## src/pkg/spfs_regs.svh

```systemverilog
// Purpose: register map, reset values and checker constants for the
//          shared pin function select block
// Assumes: 8-bit register port, one register per 4-byte step
// Notes:   a bit set in the analog enable register means converter use
`ifndef SPFS_REGS_SVH
`define SPFS_REGS_SVH

// register addresses
`define SPFS_A_P6_DATA   8'h00
`define SPFS_A_P6_PIN    8'h04
`define SPFS_A_P7_DATA   8'h08
`define SPFS_A_P7_DIR    8'h0c
`define SPFS_A_P7_PIN    8'h10
`define SPFS_A_P8_DATA   8'h14
`define SPFS_A_P8_DIR    8'h18
`define SPFS_A_P8_PIN    8'h1c
`define SPFS_A_ANA_EN    8'h20
`define SPFS_A_MODE      8'h24
`define SPFS_A_CONFLICT  8'h28

// reset values
`define SPFS_RST_ANA_EN  8'hff
`define SPFS_RST_P6_DATA 8'hff
`define SPFS_RST_P7      3'h0
`define SPFS_RST_P8      2'h0
`define SPFS_RST_CONF    5'h00

// checker helpers
`define SPFS_AGE_MAX     2'h3
`define SPFS_AGE_STEP    2'h1

`endif

```

## src/pkg/spfs_pkg.sv

```systemverilog
// Purpose: shared types of the shared pin function select block
// Assumes: nothing beyond the register header
// Notes:   mode capture runs once after each reset release
package spfs_pkg;

  typedef logic [7:0] spfs_byte_t;
  typedef logic [2:0] spfs_mode_t;

  // waits for the synchroniser to fill before taking the straps
  typedef enum logic [1:0] {
    SPFS_CAP_FILL = 2'b00,
    SPFS_CAP_SYNC = 2'b01,
    SPFS_CAP_TAKE = 2'b10,
    SPFS_CAP_DONE = 2'b11
  } spfs_cap_state_t;

endpackage : spfs_pkg

```

## src/logic/spfs_sync.sv

```systemverilog
// Purpose: two flip-flop synchroniser for pin levels
// Assumes: inputs are slow levels, not multi-bit words
// Notes:   first stage feeds only the second stage
`timescale 1ns/1ns
`default_nettype none

module spfs_sync #(
  parameter int WIDTH = 1
) (
  // clock and reset
  input  wire logic             clk_in,
  input  wire logic             rst_n_in,
  // levels
  input  wire logic [WIDTH-1:0] d_in,
  output logic      [WIDTH-1:0] q_out
);

  logic [WIDTH-1:0] meta_ff;
  logic [WIDTH-1:0] hold_ff;

  always_ff @(posedge clk_in) begin
    if (!rst_n_in) begin
      meta_ff <= {WIDTH{1'b0}};
      hold_ff <= {WIDTH{1'b0}};
    end else begin
      meta_ff <= d_in;
      hold_ff <= meta_ff;
    end
  end

  assign q_out = hold_ff;

endmodule : spfs_sync

`default_nettype wire

```

## src/logic/spfs_pin_mux.sv

```systemverilog
// Purpose: selects port or peripheral use for one group of shared pins
// Assumes: peripheral enables and waveforms come from logic on CORE_CLK_IN
// Notes:   pin drivers are combinational from flops so a register write
//          changes the pin in the very next cycle
`include "spfs_regs.svh"
`timescale 1ns/1ns
`default_nettype none

module spfs_pin_mux (
  // clock and reset
  input  wire logic                 CORE_CLK_IN,
  input  wire logic                 RST_N_IN,
  // register port
  input  wire logic [7:0]           REG_ADDR_IN,
  input  wire spfs_pkg::spfs_byte_t REG_WDATA_IN,
  input  wire logic                 REG_WR_IN,
  input  wire logic                 REG_RD_IN,
  output var  spfs_pkg::spfs_byte_t REG_RDATA_OUT,
  // peripheral controls
  input  wire logic [1:0]           PULSE_GEN_WAVE_IN,
  input  wire logic [1:0]           PULSE_GEN_OUT_EN_IN,
  input  wire logic [7:0]           EXT_IRQ_EN_IN,
  input  wire logic [1:0]           RELOAD_TIMER_EVENT_EN_IN,
  input  wire logic                 CONV_TRIGGER_EN_IN,
  // peripheral inputs
  output logic      [7:0]           EXT_IRQ_OUT,
  output logic                      RELOAD_TIMER0_EVENT_OUT,
  output logic                      RELOAD_TIMER1_EVENT_OUT,
  output logic                      CONV_TRIGGER_OUT,
  output logic      [7:0]           ANALOG_IN_PINS_SEL_OUT,
  output var  spfs_pkg::spfs_mode_t MODE_OUT,
  output logic                      MODE_VALID_OUT,
  // interrupt-only pins
  input  wire logic [3:0]           EXT_IRQ_IN_LOW_IN,
  // port7 pins
  input  wire logic [1:0]           PORT7_SHARED_BITS_IN,
  output logic      [1:0]           PORT7_SHARED_BITS_OUT,
  output logic      [1:0]           PORT7_SHARED_BITS_OE_OUT,
  input  wire logic                 PORT7_BIT6_IN,
  output logic                      PORT7_BIT6_OUT,
  output logic                      PORT7_BIT6_OE_OUT,
  // port6 pins
  input  wire logic [7:0]           PORT6_OPENDRAIN_BITS_IN,
  output logic      [7:0]           PORT6_OPENDRAIN_BITS_OUT,
  output logic      [7:0]           PORT6_OPENDRAIN_BITS_OE_OUT,
  // port8 pins
  input  wire logic                 PORT8_BIT0_IN,
  output logic                      PORT8_BIT0_OUT,
  output logic                      PORT8_BIT0_OE_OUT,
  input  wire logic                 PORT8_BIT1_IN,
  output logic                      PORT8_BIT1_OUT,
  output logic                      PORT8_BIT1_OE_OUT,
  // mode straps
  input  wire logic [2:0]           MODE_SELECT_PINS_IN
);

  import spfs_pkg::*;

  ////////////////////////////////////////////////////////////////////////
  // helpers

  function automatic logic wr_hit(input logic       stb,
                                  input logic [7:0] addr,
                                  input logic [7:0] target);
    return stb && (addr == target);
  endfunction : wr_hit

  function automatic logic drv_val(input logic fn_en,
                                   input logic fn_val,
                                   input logic port_val);
    return fn_en ? fn_val : port_val;
  endfunction : drv_val

  function automatic logic drv_en(input logic fn_en,
                                  input logic dir);
    return fn_en | dir;
  endfunction : drv_en

  ////////////////////////////////////////////////////////////////////////
  // pin input synchronisation

  logic [19:0]     pin_raw;
  logic [19:0]     pin_sync;
  logic [3:0]      irq_low_s;
  logic [1:0]      sh_s;
  logic            b76_s;
  logic [7:0]      p6_s;
  logic            b80_s;
  logic            b81_s;
  spfs_mode_t      mode_s;

  assign pin_raw = {MODE_SELECT_PINS_IN, PORT8_BIT1_IN, PORT8_BIT0_IN,
                    PORT6_OPENDRAIN_BITS_IN, PORT7_BIT6_IN,
                    PORT7_SHARED_BITS_IN, EXT_IRQ_IN_LOW_IN};

  spfs_sync #(
    .WIDTH (20)
  ) u_pin_sync (
    .clk_in   (CORE_CLK_IN),
    .rst_n_in (RST_N_IN),
    .d_in     (pin_raw),
    .q_out    (pin_sync)
  );

  assign {mode_s, b81_s, b80_s, p6_s, b76_s, sh_s, irq_low_s} = pin_sync;

  ////////////////////////////////////////////////////////////////////////
  // port registers

  logic [7:0]      p6_data_ff;
  logic [2:0]      p7_data_ff;
  logic [2:0]      p7_dir_ff;
  logic [1:0]      p8_data_ff;
  logic [1:0]      p8_dir_ff;
  logic [7:0]      ana_en_ff;

  always_ff @(posedge CORE_CLK_IN) begin
    if (!RST_N_IN) begin
      p6_data_ff <= `SPFS_RST_P6_DATA;
    end else if (wr_hit(REG_WR_IN, REG_ADDR_IN, `SPFS_A_P6_DATA)) begin
      p6_data_ff <= REG_WDATA_IN;
    end
  end

  always_ff @(posedge CORE_CLK_IN) begin
    if (!RST_N_IN) begin
      p7_data_ff <= `SPFS_RST_P7;
      p7_dir_ff  <= `SPFS_RST_P7;
    end else begin
      if (wr_hit(REG_WR_IN, REG_ADDR_IN, `SPFS_A_P7_DATA)) begin
        p7_data_ff <= REG_WDATA_IN[2:0];
      end
      if (wr_hit(REG_WR_IN, REG_ADDR_IN, `SPFS_A_P7_DIR)) begin
        p7_dir_ff <= REG_WDATA_IN[2:0];
      end
    end
  end

  always_ff @(posedge CORE_CLK_IN) begin
    if (!RST_N_IN) begin
      p8_data_ff <= `SPFS_RST_P8;
      p8_dir_ff  <= `SPFS_RST_P8;
    end else begin
      if (wr_hit(REG_WR_IN, REG_ADDR_IN, `SPFS_A_P8_DATA)) begin
        p8_data_ff <= REG_WDATA_IN[1:0];
      end
      if (wr_hit(REG_WR_IN, REG_ADDR_IN, `SPFS_A_P8_DIR)) begin
        p8_dir_ff <= REG_WDATA_IN[1:0];
      end
    end
  end

  // analog use after reset keeps the converter pins undriven
  always_ff @(posedge CORE_CLK_IN) begin
    if (!RST_N_IN) begin
      ana_en_ff <= `SPFS_RST_ANA_EN;
    end else if (wr_hit(REG_WR_IN, REG_ADDR_IN, `SPFS_A_ANA_EN)) begin
      ana_en_ff <= REG_WDATA_IN;
    end
  end

  ////////////////////////////////////////////////////////////////////////
  // pin drivers

  genvar gi;
  generate
    for (gi = 0; gi < 2; gi++) begin : g_wave
      assign PORT7_SHARED_BITS_OUT[gi] = drv_val(PULSE_GEN_OUT_EN_IN[gi],
        PULSE_GEN_WAVE_IN[gi], p7_data_ff[gi]);
      assign PORT7_SHARED_BITS_OE_OUT[gi] = drv_en(PULSE_GEN_OUT_EN_IN[gi],
        p7_dir_ff[gi]);

      chk_port_wave_off : assert property (
        @(posedge CORE_CLK_IN) disable iff (!RST_N_IN)
        (wr_hit(REG_WR_IN, REG_ADDR_IN, `SPFS_A_P7_DATA) &&
         !PULSE_GEN_OUT_EN_IN[gi]) ##1 !PULSE_GEN_OUT_EN_IN[gi]
        |-> PORT7_SHARED_BITS_OUT[gi] == $past(REG_WDATA_IN[gi]))
      else $error("shared port7 bit does not follow port data");

      chk_wave_drives : assert property (
        @(posedge CORE_CLK_IN) disable iff (!RST_N_IN)
        PULSE_GEN_OUT_EN_IN[gi] && !p7_dir_ff[gi]
        |-> PORT7_SHARED_BITS_OE_OUT[gi] &&
            PORT7_SHARED_BITS_OUT[gi] == PULSE_GEN_WAVE_IN[gi])
      else $error("enabled pulse wave not on its pin");
    end
  endgenerate

  // these pins only feed listening inputs, so the port keeps the driver
  assign PORT7_BIT6_OUT    = p7_data_ff[2];
  assign PORT7_BIT6_OE_OUT = p7_dir_ff[2];
  assign PORT8_BIT0_OUT    = p8_data_ff[0];
  assign PORT8_BIT0_OE_OUT = p8_dir_ff[0];
  assign PORT8_BIT1_OUT    = p8_data_ff[1];
  assign PORT8_BIT1_OE_OUT = p8_dir_ff[1];

  // open drain: a one releases the pin, a zero pulls it low
  assign PORT6_OPENDRAIN_BITS_OUT    = 8'h00;
  assign PORT6_OPENDRAIN_BITS_OE_OUT = ~ana_en_ff & ~p6_data_ff;
  assign ANALOG_IN_PINS_SEL_OUT      = ana_en_ff;

  ////////////////////////////////////////////////////////////////////////
  // peripheral inputs, sampled whatever drives the pin

  logic [7:0]      irq_pins;
  logic [7:0]      ext_irq_ff;
  logic [1:0]      tin_ff;
  logic            trig_ff;

  assign irq_pins = {b80_s, b76_s, sh_s, irq_low_s};

  always_ff @(posedge CORE_CLK_IN) begin
    if (!RST_N_IN) begin
      ext_irq_ff <= 8'h00;
      tin_ff     <= 2'h0;
      trig_ff    <= 1'b0;
    end else begin
      ext_irq_ff <= irq_pins & EXT_IRQ_EN_IN;
      tin_ff     <= {b81_s, b80_s} & RELOAD_TIMER_EVENT_EN_IN;
      trig_ff    <= b76_s & CONV_TRIGGER_EN_IN;
    end
  end

  assign EXT_IRQ_OUT             = ext_irq_ff;
  assign RELOAD_TIMER0_EVENT_OUT = tin_ff[0];
  assign RELOAD_TIMER1_EVENT_OUT = tin_ff[1];
  assign CONV_TRIGGER_OUT        = trig_ff;

  ////////////////////////////////////////////////////////////////////////
  // drive conflict status: an input function listens while a driver is on

  logic [4:0]      conflict_ff;
  logic [4:0]      nxt_conflict;

  always_comb begin
    nxt_conflict = {
      RELOAD_TIMER_EVENT_EN_IN[1] & PORT8_BIT1_OE_OUT,
      (EXT_IRQ_EN_IN[7] | RELOAD_TIMER_EVENT_EN_IN[0]) & PORT8_BIT0_OE_OUT,
      (EXT_IRQ_EN_IN[6] | CONV_TRIGGER_EN_IN) & PORT7_BIT6_OE_OUT,
      EXT_IRQ_EN_IN[5:4] & PORT7_SHARED_BITS_OE_OUT};
  end

  always_ff @(posedge CORE_CLK_IN) begin
    if (!RST_N_IN) begin
      conflict_ff <= `SPFS_RST_CONF;
    end else begin
      conflict_ff <= nxt_conflict;
    end
  end

  ////////////////////////////////////////////////////////////////////////
  // mode strap capture, once per reset release

  spfs_cap_state_t cap_ff;
  spfs_mode_t      mode_ff;

  always_ff @(posedge CORE_CLK_IN) begin
    if (!RST_N_IN) begin
      cap_ff <= SPFS_CAP_FILL;
    end else begin
      case (cap_ff)
        SPFS_CAP_FILL: cap_ff <= SPFS_CAP_SYNC;
        SPFS_CAP_SYNC: cap_ff <= SPFS_CAP_TAKE;
        SPFS_CAP_TAKE: cap_ff <= SPFS_CAP_DONE;
        SPFS_CAP_DONE: cap_ff <= SPFS_CAP_DONE;
        default:       cap_ff <= SPFS_CAP_FILL;
      endcase
    end
  end

  // straps are tied on the board; later glitches must not change mode
  always_ff @(posedge CORE_CLK_IN) begin
    if (!RST_N_IN) begin
      mode_ff <= 3'h0;
    end else if (cap_ff == SPFS_CAP_TAKE) begin
      mode_ff <= mode_s;
    end
  end

  assign MODE_OUT       = mode_ff;
  assign MODE_VALID_OUT = (cap_ff == SPFS_CAP_DONE);

  ////////////////////////////////////////////////////////////////////////
  // register read

  spfs_byte_t      rdata_ff;
  spfs_byte_t      nxt_rdata;

  always_comb begin
    nxt_rdata = 8'h00;
    if (REG_RD_IN) begin
      case (REG_ADDR_IN)
        `SPFS_A_P6_DATA:   nxt_rdata = p6_data_ff;
        // digital input buffer is off for converter pins
        `SPFS_A_P6_PIN:    nxt_rdata = p6_s & ~ana_en_ff;
        `SPFS_A_P7_DATA:   nxt_rdata = {5'h00, p7_data_ff};
        `SPFS_A_P7_DIR:    nxt_rdata = {5'h00, p7_dir_ff};
        `SPFS_A_P7_PIN:    nxt_rdata = {5'h00, b76_s, sh_s};
        `SPFS_A_P8_DATA:   nxt_rdata = {6'h00, p8_data_ff};
        `SPFS_A_P8_DIR:    nxt_rdata = {6'h00, p8_dir_ff};
        `SPFS_A_P8_PIN:    nxt_rdata = {6'h00, b81_s, b80_s};
        `SPFS_A_ANA_EN:    nxt_rdata = ana_en_ff;
        `SPFS_A_MODE:      nxt_rdata = {4'h0, MODE_VALID_OUT, mode_ff};
        `SPFS_A_CONFLICT:  nxt_rdata = {3'h0, conflict_ff};
        default:           nxt_rdata = 8'h00;
      endcase
    end
  end

  always_ff @(posedge CORE_CLK_IN) begin
    if (!RST_N_IN) begin
      rdata_ff <= 8'h00;
    end else begin
      rdata_ff <= nxt_rdata;
    end
  end

  assign REG_RDATA_OUT = rdata_ff;

  ////////////////////////////////////////////////////////////////////////
  // checks

  logic [1:0]      chk_age_ff;

  always_ff @(posedge CORE_CLK_IN) begin
    if (!RST_N_IN) begin
      chk_age_ff <= 2'h0;
    end else if (chk_age_ff != `SPFS_AGE_MAX) begin
      chk_age_ff <= chk_age_ff + `SPFS_AGE_STEP;
    end
  end

  chk_od_low_only : assert property (
    @(posedge CORE_CLK_IN) disable iff (!RST_N_IN)
    wr_hit(REG_WR_IN, REG_ADDR_IN, `SPFS_A_P6_DATA) ##1
    !$changed(ana_en_ff)
    |-> PORT6_OPENDRAIN_BITS_OUT == 8'h00 &&
        PORT6_OPENDRAIN_BITS_OE_OUT == (~$past(REG_WDATA_IN) & ~ana_en_ff))
  else $error("open drain port drives wrong level");

  chk_analog_undriven : assert property (
    @(posedge CORE_CLK_IN) disable iff (!RST_N_IN)
    (PORT6_OPENDRAIN_BITS_OE_OUT & ANALOG_IN_PINS_SEL_OUT) == 8'h00)
  else $error("converter pin still driven");

  chk_irq_sampled : assert property (
    @(posedge CORE_CLK_IN) disable iff (!RST_N_IN)
    chk_age_ff == `SPFS_AGE_MAX
    |-> EXT_IRQ_OUT == ({$past(PORT8_BIT0_IN, 3), $past(PORT7_BIT6_IN, 3),
        $past(PORT7_SHARED_BITS_IN, 3), $past(EXT_IRQ_IN_LOW_IN, 3)} &
        $past(EXT_IRQ_EN_IN)))
  else $error("interrupt pin not sampled three cycles on");

  chk_timer_sampled : assert property (
    @(posedge CORE_CLK_IN) disable iff (!RST_N_IN)
    chk_age_ff == `SPFS_AGE_MAX
    |-> {RELOAD_TIMER1_EVENT_OUT, RELOAD_TIMER0_EVENT_OUT} ==
        ({$past(PORT8_BIT1_IN, 3), $past(PORT8_BIT0_IN, 3)} &
         $past(RELOAD_TIMER_EVENT_EN_IN)))
  else $error("timer event pin not sampled");

  chk_trigger_conflict : assert property (
    @(posedge CORE_CLK_IN) disable iff (!RST_N_IN)
    CONV_TRIGGER_EN_IN && PORT7_BIT6_OE_OUT |=> conflict_ff[2])
  else $error("driven trigger pin not flagged");

  chk_plain_port_dir : assert property (
    @(posedge CORE_CLK_IN) disable iff (!RST_N_IN)
    wr_hit(REG_WR_IN, REG_ADDR_IN, `SPFS_A_P8_DIR)
    |=> {PORT8_BIT1_OE_OUT, PORT8_BIT0_OE_OUT} == $past(REG_WDATA_IN[1:0]))
  else $error("plain port bit direction lost");

  chk_mode_held : assert property (
    @(posedge CORE_CLK_IN) disable iff (!RST_N_IN)
    (chk_age_ff == `SPFS_AGE_MAX |-> MODE_VALID_OUT) and
    (MODE_VALID_OUT && $past(MODE_VALID_OUT) |-> $stable(MODE_OUT)))
  else $error("mode not captured or changed later");

  chk_ana_reset : assert property (
    @(posedge CORE_CLK_IN) disable iff (!RST_N_IN)
    $past(!RST_N_IN) |-> ANALOG_IN_PINS_SEL_OUT == `SPFS_RST_ANA_EN)
  else $error("analog enable not analog after reset");

  chk_ana_follow : assert property (
    @(posedge CORE_CLK_IN) disable iff (!RST_N_IN)
    wr_hit(REG_WR_IN, REG_ADDR_IN, `SPFS_A_ANA_EN)
    |=> ANALOG_IN_PINS_SEL_OUT == $past(REG_WDATA_IN))
  else $error("pin function lags the analog enable write");

  chk_read_slot : assert property (
    @(posedge CORE_CLK_IN) disable iff (!RST_N_IN)
    !$past(REG_RD_IN) |-> REG_RDATA_OUT == 8'h00)
  else $error("read data outside its slot");

endmodule : spfs_pin_mux

`default_nettype wire

```

## config.mk

```make
export PLATFORM = sky130hd
export DESIGN_NAME = spfs_pin_mux
export DESIGN_NICKNAME = d
export VERILOG_FILES = /design/src/pkg/spfs_pkg.sv /design/src/logic/spfs_sync.sv /design/src/logic/spfs_pin_mux.sv
export VERILOG_INCLUDE_DIRS = /design/src /design/src/pkg
export SDC_FILE = /design/constraint.sdc
export NUM_CORES = 1
export LEC_CHECK = 0
export ABC_AREA = 1
export BUFFER_PORTS_ARGS = -buffer_cell sky130_fd_sc_hd__clkbuf_2
export CAP_MARGIN = 15
export CORE_MARGIN = 2
export CORE_UTILIZATION = 30
export DETAILED_ROUTE_END_ITERATION = 12
export PLACE_DENSITY_LB_ADDON = 0.15
export SYNTH_ARGS = -nofsm -noshare
export SYNTH_HDL_FRONTEND = slang
export SYNTH_SLANG_ARGS = --single-unit
export TNS_END_PERCENT = 20
```

## constraint.sdc

```tcl
create_clock -name CORE_CLK_IN -period 1.2 [get_ports CORE_CLK_IN]
set_input_delay 0.36 -clock CORE_CLK_IN [delete_from_list [all_inputs] [get_ports CORE_CLK_IN]]
set_output_delay 0.36 -clock CORE_CLK_IN [all_outputs]
set_load 0.01 [all_outputs]
```

# Word level (Yosys, flattened, before mapping)
# Cells that the tools add are included.
[totals]
register_bits = 95
inputBits = 55
out_inout_bits = 57
[op_classes]
n_eq_ne = 13
n_mux = 4
bitwise_logic = 15
n_reduce_logical = 10
[ops]
columns = ["op", "count"]
rows = [
  ["8-bit one-hot mux with 11 select lines", 1],
  ["8-bit by 5-bit == test with 1-bit output, second input constant", 4],
  ["8-bit bitwise AND", 3],
  ["8-bit by 6-bit == test with 1-bit output, second input constant", 3],
  ["8-bit by 4-bit == test with 1-bit output, second input constant", 2],
  ["8-bit NOT", 2],
  ["8-bit by 3-bit == test with 1-bit output, second input constant", 1],
  ["8-bit zero test", 1],
  ["1-bit logical AND", 6],
  ["2-bit one-hot mux with 3 select lines", 1],
  ["1-bit bitwise AND", 4],
  ["2-bit bitwise AND", 2],
  ["2-bit == test, second input constant", 2],
  ["1-bit OR", 4],
  ["2-bit by 1-bit == test with 1-bit output, second input constant", 1],
  ["2-bit zero test", 1],
  ["1-bit two-way mux", 2],
  ["2-bit AND reduction", 1],
  ["2-bit OR reduction", 1],
]

# Logic depth before layout (Yosys ltp)
# Gate-level depths: netlist of the first run.
[logic_depth]
ltp_word = 3
mapped_depth = 10
mapped_depth_nobuf = 10

# By module
# From an unflattened synthesis of the first run, not the netlist that was laid out.
[unflattened]
hier_cells = 486
hier_area_um2 = 3742.3
[modules_own_cells]
columns = ["module", "n_inst", "cells_each", "area_per_inst_um2", "seq_area_each_um2"]
rows = [
  ["spfs_pin_mux", 1, 362, 2596.2, 1101.1],
  ["spfs_sync", 1, 124, 1146.1, 800.8],
]

# Worst setup path after synthesis of the first run
# Ideal clock, no wire load.
[synth_path]
path_kind = "input to register"
from = "input REG_WR_IN"
to = "register ana_en_ff[0], in the netlist ANALOG_IN_PINS_SEL_OUT[0]"
t_arrival_ps = 1082
setup_slack_ps = -23
path_stages = 5
n_path_buf = 2
cell_sequence = "buf_1 inv_2 nor2_8 buf_6 o211ai_1"
[synth_via]
elab_chain_len = 1
[synth_lines]
columns = ["element", "line", "text"]
rows = [
  ["start, declared", "spfs_pin_mux.sv:16", "input wire logic REG_WR_IN,"],
  ["1-bit logical AND", "spfs_pin_mux.sv:65", "return stb && (addr == target);"],
  ["end signal, assigned", "spfs_pin_mux.sv:156", "ana_en_ff <= `SPFS_RST_ANA_EN;"],
  ["end, declared", "spfs_pin_mux.sv:115", "logic [7:0] ana_en_ff;"],
]
# No other way between the ends.
# A chain may end at the register's enable or synchronous reset.

# Worst setup path after layout of the first run
[layout_path]
from = "register ana_en_ff[5], in the netlist ANALOG_IN_PINS_SEL_OUT[5]"
to = "output PORT6_OPENDRAIN_BITS_OE_OUT[5]"
[layout_via]
elab_chain_len = 2
[layout_lines]
columns = ["element", "line", "text"]
rows = [
  ["8-bit NOT", "spfs_pin_mux.sv:199", "assign PORT6_OPENDRAIN_BITS_OE_OUT = ~ana_en_ff & ~p6_data_ff;"],
  ["8-bit bitwise AND", "spfs_pin_mux.sv:199", ""],
  ["end, declared", "spfs_pin_mux.sv:45", "output logic [7:0] PORT6_OPENDRAIN_BITS_OE_OUT,"],
]
# No other way between the ends.

==> run_results.csv, run 1 <==
group,metric,value,unit
die,start_util,30.9,%
clocking,root_buffer,"clkbuf_16",
critical_path,crit_chain,"nor2_2, buf_2",
global_routing,antenna_found_initial,0,
layout,diodes,0,
critical_path,crit_path_end_kind,"primary output",
global_routing,grt_max_degree,27,
die,die_x,116,um
synthesis,ys_seq_area_share,51.0,%
timing,drv_slew,0,
critical_path,critPathLaunchType,"flop",
synthesis,syn_area,0.00373,mm^2
global_routing,grt_pass1_vias,3161,
synthesis,avgSynthCellArea,7.57,um^2
global_routing,grt_pass1_wl,15400,um
clocking,hold_buffers,0,
critical_path,critPathSlowestCell,"dfxtp_4",
critical_path,crit_fanout,4,
power_and_ir_drop,vdd_drop_max,0.000721,V
die,core_area,0.0121,mm^2
route,firstDrtPassIters,5,
outcome,violations,"negative setup slack",
route,routed_wl,9670,um
critical_path,worst-path-buf-inv,1,
synthesis,synth.largest_area_cell,"dfxtp_1",
timing,rsz0062_at_grt,"yes",
synthesis,synth_commonest_cells,"134 x nand2_1, 95 x dfxtp_1, 79 x inv_1",
synthesis,synth_top_area_share,51.0,%
power_and_ir_drop,powerDensity,1280,mW/mm^2
synthesis,async_reset_ff_share,0,%
clocking,cts_tree,"built",
placement,pre_cts_ws,-0.271,ns
timing,whs,0.198,ns
clocking,numCtsBuffers,9,
synthesis,synth_edf_count,0,
placement,dp.cells,770,
synthesis,syn_inst,493,
timing,setup_tns,-0.756,ns
global_routing,gr-usage-all-layers,15.0,%
die,die_area,0.0133,mm^2
timing,finalCriticalPeriod,1.27,ns
critical_path,worstSetupPathType,"reg -> out",
timing,clock_skew,0.00628,ns
clocking,cts_max_level,3,
hold_path,worstHoldPathType,"in -> reg",
critical_path,worst_ep_arrival_time,0.91,ns
layout,synthToLayoutAreaGrowth,39.9,%
timing,fmax,789,MHz
timing,hold_viol,0,
layout,stdcell_count,800,
placement,gp_congestion,0.811,
clocking,clock_sinks,95,
critical_path,cp_top_family,"flip-flops",
route,drtAntennaViolNets,0,
timing,setup_viol,13,
timing,worst_slack,-0.0675,ns
layout,drive_above_1_share,36.1,%
die,io_pins,112,
die,std_cell_rows,40,
run,drv_cap,0,
synthesis,yosysUniqueCellTypes,30,
global_routing,grt-ovfl-total,0,
synthesis,yosysMostFrequentCell,"nand2_1",
route,vias,3299,
outcome,status,"complete, but fails checks",
route,drc,0,
route,drtIter0Drc,120,
synthesis,ys_ff_latch,95,
synthesis,ys.flop_type,"dfxtp_1",
synthesis,synth.top_cells.by_area,"dfxtp_1 51%, nand2_1 13%, inv_1 7.9%, nand3_1 5.6%, nor2_1 5.3%",
timing,post-route-period-util,106,%
critical_path,cp.required,0.84,ns
die,die_h,116,um
layout,fin_nets,682,
clocking,clkSlewWorstSetupHoldPaths,0.07,ns
placement,hpwl,7370,um
route,wl_per_cell,12.1,um
route,vias_per_cell,4.12,
power_and_ir_drop,p_leak,2.80,nW
synthesis,yosysWarningCount,0,
critical_path,critical_path.max_stage_delay,0.36,ns
clocking,cts_buffer_depth,2,
clocking,clk_latency,0.34,ns
placement,io_buffer_count,103,
==> registers in the layout (all words and copies together) (netlist names), 3 cells and up <==
register                cells
EXT_IRQ_OUT                 8
p7_dir_ff                   3
p6_data_ff                  8
p7_data_ff                  3
u_pin_sync.q_out           20
REG_RDATA_OUT               8
u_pin_sync.meta_ff         20
conflict_ff                 5
ANALOG_IN_PINS_SEL_OUT      8
MODE_OUT                    3
==> per-layer routing <==
layer | GRT usage [%] | vias to the layer above | wire length (um)
met2 | 24.5 | 77 | 4410
met4 | 5.30 | 0 | 131
li1 | - | 1736 | -
met5 | 0 | - | 0
met1 | 20.2 | 1477 | 4620
met3 | 2.46 | 9 | 509
==> final timing paths <==
path | startpoint | to | slack, ns | depth (start not counted)
max | ANALOG_IN_PINS_SEL_OUT[5] | PORT6_OPENDRAIN_BITS_OE_OUT[5] | -0.07 | 2
max reg2reg | ANALOG_IN_PINS_SEL_OUT[0] | REG_RDATA_OUT[0] | 0.09 | 8
min | EXT_IRQ_IN_LOW_IN[3] | u_pin_sync.meta_ff[3] | 0.20 | 3
min reg2reg | u_pin_sync.meta_ff[6] | u_pin_sync.q_out[6] | 0.41 | 2
==> worst reg2reg max path, stage by stage (launching register included) <==
cell	delay [ns]
dfxtp_4	0.38
buf_4	0.13
inv_1	0.05
nand2_1	0.08
nor2_1	0.06
nor2_1	0.10
nand3_1	0.10
nand2_1	0.07
inv_1	0.04
==> repair_timing <==
item                       CTS  global route
setup endpoints to repair   29            34
gates resized for setup     47            50
setup buffers               11             3
pin swaps                    8             4
==> kinds of logic after synthesis <==
family                 after synthesis  synth area share [%]
other                                1                 0.101
and+or+nand+nor                    258                  31.3
AOI/OAI and AO/OA                   33                  5.33
DFF                                 95                  51.0
buffers and inverters              106                  12.3
==> layout by cell type (no fill, tap or decap), types with 2 or more instances in the layout <==
cell	netlist	final
nand2_1	134	131
buf_12	0	8
conb_1	1	8
clkbuf_2	0	78
clkinv_4	0	3
dfxtp_2	0	22
buf_8	0	3
buf_4	9	27
inv_2	3	6
buf_6	3	13
dfxtp_1	95	64
nand2_4	4	4
nor3_1	3	3
nor2_1	53	46
clkbuf_16	0	9
nor2_8	2	2
dfxtp_4	0	9
nand2_2	6	9
nor2_2	6	11
o21ai_0	14	13
a21oi_1	11	11
o211ai_1	4	4
nor2_4	4	6
o211ai_2	2	2
buf_2	1	9
nand3_1	42	42
inv_1	79	76
==> final cells by class <==
cell class,count,area (um^2)
Timing Repair Buffer,138,990
Inverter,84,318
Multi-Input combinational cell,299,1430
Tap cell,168,210
Clock inverter,5,65.1
Sequential cell,95,1960
Clock buffer,11,243
Fill cell,1232,6840
==> stage by stage <==
stage               util (%)  cell area [um^2]  power [mW]
finish                  43.3              5220        6.69
global route            43.3              5220        6.98
CTS                     42.2              5090        6.74
detailed placement      38.1              4600        3.82
global placement        38.1              4600        3.81
floorplan                  -              3760        3.58
==> power breakdown <==
group	internal [mW]	leakage (nW)	total [mW]	switching, mW
clock	1.69	0.150	2.92	1.23
sequential	3.23	0.778	3.27	0.0436
combinational	0.222	1.87	0.496	0.273
total	5.14	2.80	6.69	1.54
Power figures use the tool's default switching activity.
==> run 2, diff against run 1 <==
--- a/config.mk
+++ b/config.mk
@@ -9,8 +9,9 @@
 export ABC_AREA = 1
 export BUFFER_PORTS_ARGS = -buffer_cell sky130_fd_sc_hd__clkbuf_2
 export CAP_MARGIN = 15
+export CORE_ASPECT_RATIO = 0.7
 export CORE_MARGIN = 2
-export CORE_UTILIZATION = 30
+export CORE_UTILIZATION = 46
 export DETAILED_ROUTE_END_ITERATION = 12
 export PLACE_DENSITY_LB_ADDON = 0.15
 export SYNTH_ARGS = -nofsm -noshare
==> run_results.csv, run 2 (synthesis gave the netlist of run 1 again) <==
group,metric,value,unit
outcome,status,"complete, but fails checks",
outcome,violations,"negative setup slack",
layout,drive_above_1_share,36.3,%
route,drc,0,
global_routing,grt-ovfl-total,0,
placement,pre_cts_ws,-0.272,ns
route,drtAntennaViolNets,0,
die,start_util,47.4,%
placement,io_buffer_count,103,
global_routing,grt_pass1_vias,3056,
hold_path,holdPathEnd,"u_pin_sync.meta_ff[19]",
critical_path,critPathSlowestCell,"dfxtp_2",
critical_path,crit_fanout,2,
power_and_ir_drop,vdd_drop_max,0.000803,V
timing,hold_viol,0,
critical_path,worstSetupPathType,"reg -> out",
placement,hpwl,7070,um
clocking,cts_buffer_depth,2,
critical_path,critPathLaunchType,"flop",
critical_path,cp.required,0.84,ns
placement,gp_congestion,0.858,
critical_path,worst_ep_arrival_time,0.91,ns
timing,worst_slack,-0.0728,ns
clocking,numCtsBuffers,9,
die,die_area,0.00886,mm^2
run,drv_cap,0,
route,firstDrtPassIters,5,
timing,setup_viol,14,
critical_path,crit_chain,"nor2_1, buf_2",
die,io_pins,112,
critical_path,rr_worst_depth,8,
clocking,clock_sinks,95,
route,routed_wl,9510,um
layout,final_common_cell,"nand2_1",
clocking,clkSlewWorstSetupHoldPaths,0.07,ns
global_routing,gr-usage-all-layers,22.0,%
timing,clock_skew,0.00573,ns
route,vias,3334,
clocking,clk_latency,0.34,ns
clocking,cts_tree,"built",
timing,drv_slew,0,
layout,synthToLayoutAreaGrowth,36.4,%
power_and_ir_drop,powerDensity,1310,mW/mm^2
hold_path,worstHoldPathType,"in -> reg",
global_routing,grt_max_degree,25,
layout,fin_nets,681,
die,die_h,79.4,um
critical_path,rrSetupSlack,0.13,ns
die,die_x,112,um
timing,fmax,786,MHz
die,core_area,0.00787,mm^2
power_and_ir_drop,p_leak,2.78,nW
hold_path,min_path_cells,3,
critical_path,r2r_start,"ANALOG_IN_PINS_SEL_OUT[1]",
die,std_cell_rows,27,
clocking,hold_buffers,0,
timing,finalCriticalPeriod,1.27,ns
critical_path,crit_path_end_kind,"primary output",
layout,mostFrequentLayoutCells,"131 x nand2_1, 78 x clkbuf_2, 76 x inv_1, 63 x dfxtp_1, 46 x nor2_1",
timing,post-route-period-util,106,%
timing,rsz0062_at_grt,"yes",
critical_path,critical_path.max_stage_delay,0.33,ns
global_routing,antenna_found_initial,0,
route,drtIter0Drc,153,
critical_path,r2r-end,"REG_RDATA_OUT[1]",
route,vias_per_cell,4.55,
layout,diodes,0,
hold_path,holdCritStartpoint,"MODE_SELECT_PINS_IN[2]",
route,wl_per_cell,13.0,um
timing,setup_tns,-0.756,ns
global_routing,grt_pass1_wl,15100,um
clocking,cts_max_level,3,
clocking,root_buffer,"clkbuf_16",
==> run 2: cell count changes in the layout (fill, tap and decap cells not counted), moves of 2 or more <==
cell	before	now
clkinvlp_4	0	2
buf_12	8	4
buf_4	27	30
inv_8	0	2
buf_6	13	16
buf_8	3	1
clkinv_4	3	0
dfxtp_2	22	24
==> run 2: worst max-delay path by stage <==
stage / startpoint / endpoint / slack, ns / depth (start not counted)
detailed placement: REG_ADDR_IN[0] / REG_RDATA_OUT[0] / -0.27 / 11
CTS: p6_data_ff[7] / PORT6_OPENDRAIN_BITS_OE_OUT[7] / -0.09 / 2
global placement: REG_ADDR_IN[1] / p7_dir_ff[1] / -0.26 / 8
floorplan: REG_ADDR_IN[3] / ANALOG_IN_PINS_SEL_OUT[0] / 0.02 / 7
finish: p6_data_ff[4] / PORT6_OPENDRAIN_BITS_OE_OUT[4] / -0.07 / 2
global route: p7_data_ff[1] / PORT7_SHARED_BITS_OUT[1] / -0.11 / 3
==> run 2: through the flow <==
stage	hold WS [ns]	power (mW)	cell area [um^2]	utilization (%)	cells
CTS	0.187	6.71	4940	62.8	730
global route	0.191	6.92	5090	64.7	732
floorplan	0.390	3.58	3760	-	500
global placement	0.396	3.78	4470	56.7	703
detailed placement	0.396	3.79	4470	56.7	703
finish	0.191	6.68	5090	64.7	732
==> run 2: per-layer routing <==
layer / global-route usage (%) / vias up / wire [um]
li1: - / 1749 / -
met4: 5.80 / 0 / 81
met3: 5.50 / 9 / 706
met5: 0 / - / 0
met2: 33.3 / 113 / 4150
met1: 31.3 / 1463 / 4570
==> run 2: area by class of cell <==
class,count,area [um^2]
Inverter,84,318
Fill cell,721,2780
Sequential cell,95,1960
Multi-Input combinational cell,299,1440
Timing Repair Buffer,137,931
Clock inverter,7,85.1
Tap cell,101,126
Clock buffer,9,225
==> run 2: power breakdown <==
| group | total [mW] | internal, mW | leakage (nW) | switching (mW) |
|---|---|---|---|---|
| clock | 2.95 | 1.66 | 0.146 | 1.29 |
| sequential | 3.27 | 3.23 | 0.779 | 0.0427 |
| combinational | 0.461 | 0.195 | 1.85 | 0.266 |
| total | 6.68 | 5.08 | 2.78 | 1.60 |
==> run 2: repair_timing <==
item | CTS | global route
pin swaps | 9 | 2
setup buffers | 11 | 2
setup endpoints to repair | 30 | 33
resized for setup | 47 | 52
==> run 2: worst max-delay path, delay by kind of cell, from the launching register on <==
kind,cells,cell delay (ns)
buffers and inverters,1,0.15
flip-flops,1,0.33
AND/OR/NAND/NOR,1,0.11
==> run 3, diff against run 2 <==
--- a/config.mk
+++ b/config.mk
@@ -11,10 +11,10 @@
 export CAP_MARGIN = 15
 export CORE_ASPECT_RATIO = 0.7
 export CORE_MARGIN = 2
-export CORE_UTILIZATION = 46
+export CORE_UTILIZATION = 36
 export DETAILED_ROUTE_END_ITERATION = 12
 export PLACE_DENSITY_LB_ADDON = 0.15
+export RECOVER_POWER = 50
 export SYNTH_ARGS = -nofsm -noshare
 export SYNTH_HDL_FRONTEND = slang
 export SYNTH_SLANG_ARGS = --single-unit
-export TNS_END_PERCENT = 20
==> run_results.csv, run 3 (synthesis gave the netlist of run 1 again) <==
group,metric,value,unit
timing,clock_skew,0.00735,ns
power_and_ir_drop,switching_share,22.7,%
die,std_cell_rows,31,
power_and_ir_drop,powerDensity,1320,mW/mm^2
route,drtIter0Drc,196,
critical_path,crit_fanout,3,
global_routing,grt_pass1_wl,15800,um
critical_path,worstSetupPathType,"reg -> out",
timing,finalCriticalPeriod,1.27,ns
layout,multiInputGateArea,0.00144,mm^2
route,routed_wl,10000,um
placement,io_buffer_count,103,
layout,synthToLayoutAreaGrowth,40.3,%
critical_path,crit_path_end_kind,"primary output",
power_and_ir_drop,p_leak,2.85,nW
power_and_ir_drop,pwr-share-clk,45.8,%
critical_path,rr_worst_depth,8,
hold_path,worstHoldPathType,"in -> reg",
timing,drv_slew,0,
timing,whs,0.199,ns
timing,maxSlewHeadroom,57.4,%
layout,final_common_cell,"nand2_1",
timing,post-route-period-util,106,%
placement,pre_cts_ws,-0.305,ns
route,firstDrtPassIters,4,
route,wl_per_cell,12.9,um
placement,hpwl,7310,um
global_routing,grt-ovfl-total,0,
timing,setup_viol,14,
global_routing,grt_max_degree,37,
power_and_ir_drop,vdd_drop_max,0.000689,V
global_routing,grt_pass1_vias,3041,
critical_path,cp.required,0.84,ns
die,die_area,0.0112,mm^2
layout,diodes,0,
clocking,numCtsBuffers,9,
layout,drive_above_1_share,37.3,%
global_routing,use_met2,27.9,%
global_routing,grt_use_met3,4.73,%
power_and_ir_drop,net-switching-power,1.57,mW
die,die_h,89.2,um
clocking,cts_max_level,3,
global_routing,busiest_layer,"met2",
clocking,clk_latency,0.34,ns
timing,rsz0062_at_grt,"yes",
critical_path,r2r_start,"ANALOG_IN_PINS_SEL_OUT[0]",
layout,mostFrequentLayoutCells,"130 x nand2_1, 77 x clkbuf_2, 76 x inv_1, 63 x dfxtp_1, 47 x nor2_1",
layout,final-seq-area,0.00195,mm^2
clocking,clkSlewWorstSetupHoldPaths,0.07,ns
critical_path,startpoint,"ANALOG_IN_PINS_SEL_OUT[0]",
timing,fmax,787,MHz
power_and_ir_drop,p_seq_share,47.2,%
clocking,clock_sinks,95,
die,core_area,0.0102,mm^2
route,drtAntennaViolNets,0,
layout,fin_util,51.3,%
hold_path,min_path_cells,3,
clocking,root_buffer,"clkbuf_16",
layout,fin_nets,696,
outcome,status,"complete, but fails checks",
placement,dp.cells,736,
route,vias_per_cell,4.31,
route,vias,3352,
clocking,cts_buffer_depth,2,
timing,tightestPinTransition,0.639,ns
global_routing,antenna_found_initial,0,
critical_path,critPathLaunchType,"flop",
layout,nFillCells,1035,
clocking,cts_tree,"built",
die,die_x,126,um
clocking,hold_buffers,0,
power_and_ir_drop,internal_power,5.36,mW
die,start_util,36.6,%
run,drv_cap,0,
outcome,violations,"negative setup slack",
global_routing,gr-usage-all-layers,18.5,%
global_routing,met1_usage,26.2,%
timing,worst_slack,-0.0702,ns
die,io_pins,112,
route,drc,0,
hold_path,holdCritStartpoint,"EXT_IRQ_IN_LOW_IN[1]",
layout,stdcell_count,778,
critical_path,worst_ep_arrival_time,0.91,ns
timing,hold_viol,0,
power_and_ir_drop,comb_power_share,7.0,%
placement,gp_congestion,0.893,
==> run 3: routing by layer <==
layer	part of all wire (%)	vias up	wire [um]
met2	43	93	4320
li1	-	1771	-
met1	49	1476	4920
met5	0	-	0
met4	1.2	0	124
met3	6.5	12	655
==> run 3: critical path, cell delays in order, from the launching register on <==
cell     delay (ns)
dfxtp_4        0.37
nor2_2         0.08
buf_2          0.13
==> run 3: layout make-up <==
type	count	share of cell area, %
clock buffers	10	4.57
multi-input cells	299	27.5
repair buffers	152	19.5
flip-flops and latches	95	37.3
clock inverters	6	1.86
well taps	132	3.16
inverters	84	6.12
==> run 3: what timing repair did <==
item	4_1_cts	5_1_grt
gates resized for setup	49	46
setup endpoints to repair	30	38
setup buffers	22	4
pin swaps	8	3
==> run 3: per-stage QoR <==
stage          TNS (ns)  instance area [um^2]  power [mW]
3_3_place_gp      -7.02                  4550        3.80
4_1_cts          -0.996                  5140        7.03
2_1_floorplan         0                  3760        3.58
3_5_place_dp      -7.70                  4550        3.80
5_1_grt           -2.10                  5230        7.22
6_report         -0.618                  5230        6.93
==> run 3: power by group through the flow <==
stage / Clock (mW) / Sequential, mW / Combinational [mW]
finish: 3.17 / 3.27 / 0.488
global route: 3.39 / 3.28 / 0.549
CTS: 3.27 / 3.27 / 0.493
detailed placement: 0 / 3.35 / 0.449
global placement: 0 / 3.35 / 0.446
floorplan: 0 / 3.34 / 0.237
==> run 3: final timing paths <==
check / endpoint / slack [ns]
setup / recovery: PORT6_OPENDRAIN_BITS_OE_OUT[0] / -0.07
hold reg to reg: u_pin_sync.q_out[7] / 0.41
hold / removal: u_pin_sync.meta_ff[1] / 0.20
setup reg to reg: REG_RDATA_OUT[0] / 0.10
